File: src/core/sisu_cfg.svh
`ifndef SISU_CFG_SVH
`define SISU_CFG_SVH

// Instruction word layout.
`define SISU_INSTR_W      14
`define SISU_DATA_W       8
`define SISU_ADDR_W       7

// Immediate-form subtract: bits 13..9 equal 11110, bit 8 is don't care.
`define SISU_IMM_OPC_HI   13
`define SISU_IMM_OPC_LO   9
`define SISU_IMM_OPC      5'h1e
`define SISU_IMM_HI       7
`define SISU_IMM_LO       0

// Register-form subtract: bits 13..8 equal 000010.
`define SISU_REG_OPC_HI   13
`define SISU_REG_OPC_LO   8
`define SISU_REG_OPC      6'h02
`define SISU_DEST_BIT     7
`define SISU_ADDR_HI      6
`define SISU_ADDR_LO      0

// Destination bit values.
`define SISU_DEST_ACC     1'h0
`define SISU_DEST_FILE    1'h1

// Nibble split for the half borrow.
`define SISU_NIB_HI       3

// Reset values.
`define SISU_ACC_RST      8'h00
`define SISU_DATA_RST     8'h00
`define SISU_ADDR_RST     7'h00

`endif

File: src/core/sisu_pkg.sv
`include "sisu_cfg.svh"

package sisu_pkg;

	typedef enum logic [1:0] {
		SISU_OP_NONE,
		SISU_OP_IMM,
		SISU_OP_REG
	} sisu_op_e;

	typedef logic [`SISU_INSTR_W-1:0] sisu_instr_t;
	typedef logic [`SISU_DATA_W-1:0]  sisu_data_t;
	typedef logic [`SISU_ADDR_W-1:0]  sisu_addr_t;

	typedef struct packed {
		logic carry;
		logic half_borrow_not_flag;
		logic zero;
	} sisu_flags_s;

	typedef struct packed {
		logic       en;
		sisu_addr_t addr;
		sisu_data_t data;
	} sisu_wr_s;

endpackage : sisu_pkg

File: src/core/sisu_core.sv
// What this block does
// - Immediate form computes immediate minus accumulator.
// - Immediate is instruction low byte, unsigned.
// - Immediate form writes accumulator only.
// - Register form reads addressed file register minus accumulator.
// - Destination bit picks accumulator or file register.
// - Carry set when no borrow occurs.
// - Zero flag set on zero difference.

`include "sisu_cfg.svh"

module sisu_core (
	// Clock and reset.
	input  wire  logic                mclk,
	input  wire  logic                rst,
	// Instruction from the decode stage.
	input  wire  logic                instr_valid,
	input  wire  sisu_pkg::sisu_instr_t instr_word,
	// File register read port.
	output wire  logic [6:0]          file_raddr,
	input  wire  sisu_pkg::sisu_data_t file_rdata,
	// Accumulator load from the rest of the core.
	input  wire  logic                acc_load,
	input  wire  sisu_pkg::sisu_data_t acc_load_data,
	// Results.
	output wire  sisu_pkg::sisu_data_t acc,
	output wire  sisu_pkg::sisu_wr_s  file_wr,
	output wire  sisu_pkg::sisu_flags_s flags,
	output wire  logic                flags_upd,
	output wire  logic                sub_taken
);
	import sisu_pkg::*;

	// Decode.
	wire logic        is_imm;
	wire logic        is_reg;
	wire sisu_op_e    op;
	wire logic        dest_file;
	wire sisu_data_t  imm_val;
	wire sisu_addr_t  f_addr;

	assign is_imm    = instr_valid && (instr_word[`SISU_IMM_OPC_HI:
		`SISU_IMM_OPC_LO] == `SISU_IMM_OPC);
	assign is_reg    = instr_valid && (instr_word[`SISU_REG_OPC_HI:
		`SISU_REG_OPC_LO] == `SISU_REG_OPC);
	assign op        = is_imm ? SISU_OP_IMM :
		(is_reg ? SISU_OP_REG : SISU_OP_NONE);
	assign dest_file = instr_word[`SISU_DEST_BIT];
	assign imm_val   = instr_word[`SISU_IMM_HI:`SISU_IMM_LO];
	assign f_addr    = instr_word[`SISU_ADDR_HI:`SISU_ADDR_LO];
	assign file_raddr = f_addr;

	// Registers.
	sisu_data_t  acc_ff;
	sisu_data_t  nxt_acc;
	sisu_wr_s    wr_ff;
	sisu_wr_s    nxt_wr;
	sisu_flags_s flags_ff;
	sisu_flags_s nxt_flags;
	logic        upd_ff;
	logic        nxt_upd;

	// Subtractor: the minuend is the immediate or the file register.
	wire sisu_data_t minuend;
	wire logic [8:0] diff9;
	wire logic [4:0] diff5;
	wire sisu_data_t diff;
	wire logic       borrow_n;
	wire logic       half_borrow_n;
	wire logic       diff_zero;

	assign minuend = (op == SISU_OP_IMM) ? imm_val : file_rdata;
	assign diff9   = {1'h0, minuend} - {1'h0, acc_ff};
	assign diff    = diff9[7:0];
	assign borrow_n = ~diff9[8];
	assign diff5   = {1'h0, minuend[`SISU_NIB_HI:0]}
		- {1'h0, acc_ff[`SISU_NIB_HI:0]};
	assign half_borrow_n = ~diff5[4];
	assign diff_zero = (diff == `SISU_DATA_RST);

	// Next state.
	always_comb begin
		nxt_acc   = acc_ff;
		nxt_wr    = '0;
		nxt_flags = flags_ff;
		nxt_upd   = 1'h0;
		case (op)
			SISU_OP_IMM: begin
				nxt_acc = diff;
				nxt_upd = 1'h1;
			end
			SISU_OP_REG: begin
				nxt_upd = 1'h1;
				if (dest_file == `SISU_DEST_FILE) begin
					nxt_wr.en   = 1'h1;
					nxt_wr.addr = f_addr;
					nxt_wr.data = diff;
				end else begin
					nxt_acc = diff;
				end
			end
			default: begin
				if (acc_load) begin
					nxt_acc = acc_load_data;
				end
			end
		endcase
		if (nxt_upd) begin
			nxt_flags.carry                = borrow_n;
			nxt_flags.half_borrow_not_flag = half_borrow_n;
			nxt_flags.zero                 = diff_zero;
		end
	end

	always_ff @(posedge mclk) begin
		if (rst) begin
			acc_ff   <= `SISU_ACC_RST;
			wr_ff    <= '0;
			flags_ff <= '0;
			upd_ff   <= 1'h0;
		end else begin
			acc_ff   <= nxt_acc;
			wr_ff    <= nxt_wr;
			flags_ff <= nxt_flags;
			upd_ff   <= nxt_upd;
		end
	end

	assign acc       = acc_ff;
	assign file_wr   = wr_ff;
	assign flags     = flags_ff;
	assign flags_upd = upd_ff;
	assign sub_taken = (op != SISU_OP_NONE);
endmodule // sisu_core

File: config.mk
export PLATFORM = sky130hd
export DESIGN_NAME = sisu_core
export DESIGN_NICKNAME = d
export VERILOG_FILES = /design/src/core/sisu_pkg.sv /design/src/core/sisu_core.sv
export VERILOG_INCLUDE_DIRS = /design/src /design/src/core
export SDC_FILE = /design/constraint.sdc
export NUM_CORES = 1
export LEC_CHECK = 0
export BUFFER_PORTS_ARGS = -buffer_cell sky130_fd_sc_hd__buf_2
export CORE_MARGIN = 2
export CORE_UTILIZATION = 49
export DETAILED_ROUTE_END_ITERATION = 12
export GPL_ROUTABILITY_DRIVEN = 0
export MAX_ROUTING_LAYER = met4
export PLACE_DENSITY = 0.94
export SLEW_MARGIN = 20
export SYNTH_ARGS = -nofsm -noshare
export SYNTH_HDL_FRONTEND = slang
export SYNTH_SLANG_ARGS = --single-unit
File: constraint.sdc
create_clock -name mclk -period 4.95 [get_ports mclk]
set_clock_uncertainty 0.2 [all_clocks]
set_input_delay 0.7425 -clock mclk [delete_from_list [all_inputs] [get_ports mclk]]
set_output_delay 0.7425 -clock mclk [all_outputs]
set_load 0.1 [all_outputs]
Yosys cells after proc, flatten, opt, wreduce, memory -nomap -nowiden
Cells that the tools add are included. Widths: inputs -> output; s select.

Add/subtract/negate cells: 2. Eq/ne operators: 5. Multiplexer cells: 8. Bitwise logic cells: 4. Reductions and logical operators: 9.

Operators with widths (count): $mux 8 (3); $mux 16 (1); $pmux 8 s2 (1); $sub 8x8->9 (1); $logic_not 8->1 (1); $eq 6x2->1 const B (1); $eq 5x5->1 const B (1); $sub 4x4->5 (1); $mux 2 (2); $not 1->1 (4); $reduce_or 2->1 (2); $reduce_bool 3->1 (1); $reduce_or 3->1 (1); $eq 2x1->1 const B (1); $eq 2x2->1 const B (1); $logic_and 1x1->1 (2); $ne 2x2->1 const B (1); $reduce_and 2->1 (1); $reduce_bool 2->1 (1); $mux 1 (1).

Register bits after elaboration: 28. Bits of input ports: 34. Output and inout port bits: 36. Word-level logic and storage cells: 36.

Depth between registers and ports, before layout
Depth after elaboration: 9. Depth in mapped cells: 13. Depth with buffers taken out: 12.

Worst setup path before layout
OpenSTA, ideal clock, no wires.

Path type: input to register. Start: in instr_valid. End: reg flags_ff, in the netlist flags[0]. Library setup time: 0.116 ns. Data arrival time: 3.022 ns. Setup slack: 1.611 ns. Stages on the path: 12. Cells stage by stage: nand4_1 > nor3b_2 > buf_2 > mux2i_1 > ha_1 > inv_1 > fa_1 > a21o_1 > a21oi_1 > xor2_1 > and4_1 > a31o_2.

Longest elaborated chain between the ends: 7. Elaborated cells between the ends (all ways): 11. Classes of those cells: 1 x add/sub; 2 x eq/ne; 4 x mux; 4 x reduce/logical.

Ends and longest elaborated chain: start: declaration (line sisu_core.sv:17) `input wire logic instr_valid,`; $logic_and 1x1->1 (line sisu_core.sv:44) `` assign is_reg = instr_valid && (instr_word[`SISU_REG_OPC_HI: ``; $mux 2 (line sisu_core.sv:47) `(is_reg ? SISU_OP_REG : SISU_OP_NONE);`; $mux 2 (*) (line sisu_core.sv:46) `assign op = is_imm ? SISU_OP_IMM :`; $eq 2x1->1 (line sisu_core.sv:72, sisu_core.sv:87); $mux 8 (line sisu_core.sv:72) `assign minuend = (op == SISU_OP_IMM) ? imm_val : file_rdata;`; $sub 8x8->9 (line sisu_core.sv:73) `assign diff9 = {1'h0, minuend} - {1'h0, acc_ff};`; $logic_not 8->1 (no line); end signal: assignment (line sisu_core.sv:124) `flags_ff <= nxt_flags;`; end: declaration (line sisu_core.sv:58) `sisu_flags_s flags_ff;`.

Every way passes the cells marked *; elsewhere a longest branch is shown, timed or not. A chain may end at the register's enable or synchronous reset.

Worst setup path in the final report
Start: in instr_word[12]. End: out sub_taken.

Longest elaborated chain between the ends: 5. Elaborated cells between the ends (all ways): 7. Classes of those cells: 2 x eq/ne; 2 x mux; 3 x reduce/logical.

Ends and longest elaborated chain: start: declaration (line sisu_core.sv:18) `input wire sisu_pkg::sisu_instr_t instr_word,`; $eq 6x2->1 (no line); $logic_and 1x1->1 (line sisu_core.sv:44); $mux 2 (line sisu_core.sv:47); $mux 2 (*) (line sisu_core.sv:46); $reduce_bool 2->1 (*) (line sisu_core.sv:133) `assign sub_taken = (op != SISU_OP_NONE);`; end: declaration (line sisu_core.sv:30) `output wire logic sub_taken`.

Marks and branches as above.

==> flow_metrics.py <==
metrics = {
    "synthesis": {
        "synth_area_per_cell_um2": 9.10,
        "yosysMostFrequentCell": "dfxtp_1",
        "synthDistinctLibCells": 41,
        "synthesis.nets": 204,
        "yosys.area.top_type": "dfxtp_1",
        "synth_edf_count": 0,
        "yosysWarnings": 0,
        "ys_ff_latch": 28,
        "synth_common_cells": "dfxtp_1, nor2_1, nand2_1",
        "yosysTopAreaCellShare_pct": 38.3,
        "syn_inst": 161,
        "synthesis.area_mm2": 0.00147,
        "synthArstFlopShare_pct": 0,
        "synthFlopType": "dfxtp_1",
        "synth_area_leaders": "dfxtp_1, ha_1, nor2_1, mux2_2, buf_4",
        "ys_seq_area_share_pct": 38.3,
    },
    "layout": {
        "fin_area_mm2": 0.00184,
        "num-fill-cells": 247,
        "drive_gt1_share_pct": 40.6,
        "diodes": 0,
        "nNetsFinal": 268,
        "area_delta_synth_final_pct": 25.7,
    },
    "run_status": {
        "violations": "DRC",
        "status": "complete, but fails checks",
    },
    "global_routing": {
        "grt_overflow": 0,
        "grtUsageTotal_pct": 20.9,
        "grt_max_degree": 17,
        "grt_pass1_vias": 1227,
        "grt_antenna_before_repair": 0,
        "grt_pass1_wl_um": 5370,
    },
    "routing": {
        "dr.pass1.iters": 8,
        "drtIter0Drc": 58,
        "num_vias": 1350,
        "wl_um": 3350,
        "wl_per_cell_um": 13.1,
        "vias_per_cell": 5.29,
        "route.detailed.drc": 6,
        "ant_nets": 0,
    },
    "timing": {
        "setup_violations": 0,
        "slew_viol_final": 0,
        "finalHoldViolations": 0,
        "max_freq_ghz": 0.298,
        "tns_ns": 0,
        "period_share_pct": 67.9,
        "slew-limit-headroom_pct": 67.6,
        "min_period_ns": 3.36,
        "tightest_slew_ns": 0.489,
        "rsz0062_at_grt": "false",
        "setup_slack_ns": 1.59,
    },
    "floorplan": {
        "core_area_mm2": 0.00281,
        "fp.dieH_um": 58.7,
        "pin_count": 70,
        "start_util_pct": 52.2,
        "die_x_um": 58.7,
        "rows": 19,
        "die-area_mm2": 0.00344,
    },
    "worst_hold_path": {
        "hp-class": "reg2reg",
    },
    "clock_tree": {
        "hold_buffers": 0,
        "root_buffer": "clkbuf_4",
        "clock_latency_ns": 0.33,
        "path_clk_slew_ns": 0.15,
        "cts_tree": "yes",
        "clkSinkCount": 28,
        "cts_setup_buffers": 0,
        "cts_made_buffers": 3,
        "cts_resized": 0,
        "cts.path.max_buffers": 2,
        "cts.htree.levels": 1,
    },
    "placed_design": {
        "dp_hpwl_um": 2650,
        "placedInstanceArea_mm2": 0.00179,
        "place_ws_ns": 1.30,
        "port_buffers": 69,
    },
    "worst_setup_path": {
        "critical-path-top-delay-family": "buffers and inverters",
        "cp_common_cell": "buf_2",
        "worst-path-buf-inv": 4,
        "start_kind": "input pin",
        "crit_required_ns": 4.01,
        "cp_max_fo": 15,
        "critical-path-max-stage-delay_ns": 0.46,
        "critPathKind": "in2out",
        "cp_slowest_cell": "buf_2",
        "worstPathArrival_ns": 2.42,
        "endpoint_kind": "output port",
        "path_cells": "buf_2 > nor4b_2 > nand3_2 > nor2b_1 > buf_4 > clkinv_1 > buf_2",
    },
    "job": {
        "maxCapViolations": 0,
    },
    "pwr": {
        "total_power_mw": 0.553,
        "p_per_area_mw_per_mm2": 300,
        "p_leak_nw": 0.915,
        "ir_drop_mv": 0.177,
    },
}
==> layout by cell type (no fill, tap or decap), drive strengths merged, types with 2 or more instances in the layout <==
cell type / count
a21oi: 8
buf: 71
mux2: 8
clkbuf: 3
o211ai: 2
nand2b: 2
xnor2: 3
inv: 9
o211a: 3
dfxtp: 28
xor2: 2
and2: 8
ha: 8
nand2: 9
o21ai: 3
a311oi: 2
nand3: 2
a211oi: 6
nor2b: 3
nor2: 23
nor3: 5
==> per-layer routing <==
metal  up-vias  GRT usage [%]  share of wire, %
li1        676              -                 -
met1       610           25.7                43
met2        54           35.0                48
met3        10           4.18               6.5
met4         0           5.84               2.3
met5         -              -                 0
==> power breakdown <==
part / internal, mW / switching [mW]
sequential: 0.231 / 0.00356
clock: 0.0819 / 0.0675
combinational: 0.0498 / 0.119
==> state kept, by name (all words and copies together) (netlist names) <==
register and cells:
flags_upd 1, acc 8, file_wr 16, flags 3
==> layout make-up <==
| cell class | count | area, um2 | share of cell area [%] |
|---|---|---|---|
| Multi-Input combinational cell | 111 | 792 | 43.0 |
| Clock buffer | 3 | 22.5 | 1.22 |
| Inverter | 10 | 37.5 | 2.04 |
| Timing Repair Buffer | 71 | 360 | 19.6 |
| Tap cell | 31 | 38.8 | 2.11 |
| Clock inverter | 1 | 30.0 | 1.63 |
| Sequential cell | 28 | 561 | 30.4 |
==> per-stage QoR <==
| stage | instances | utilization [%] | hold slack, ns |
|---|---|---|---|
| global route | 255 | 65.7 | 0.348 |
| global placement | 251 | 63.8 | 0.290 |
| finish | 255 | 65.7 | 0.315 |
| detailed placement | 251 | 63.8 | 0.297 |
| floorplan | 161 | - | 0.615 |
| CTS | 255 | 65.7 | 0.317 |
==> logic make-up after synthesis <==
group | after synthesis | share of synthesized area (%)
simple gates | 59 | 21.0
compound gates | 29 | 14.8
xor+xnor | 5 | 2.99
buf+inv | 22 | 7.69
flops | 28 | 38.3
fa+ha+maj | 9 | 8.20
mux | 9 | 7.09
==> tightest hold or removal path: stages (launching register included) <==
cell and delay (ns):
dfxtp_1 0.35, nor2_1 0.10, nor3_1 0.05
==> final timing paths <==
kind                  startpoint   endpoint  slack (ns)  cells after the start
setup reg to reg          acc[0]   flags[0]        2.55                      8
hold / removal            acc[6]     acc[6]        0.32                      2
hold reg to reg           acc[6]     acc[6]        0.32                      2
setup / recovery  instr_word[12]  sub_taken        1.59                      7
Power figures use the tool's default switching activity.
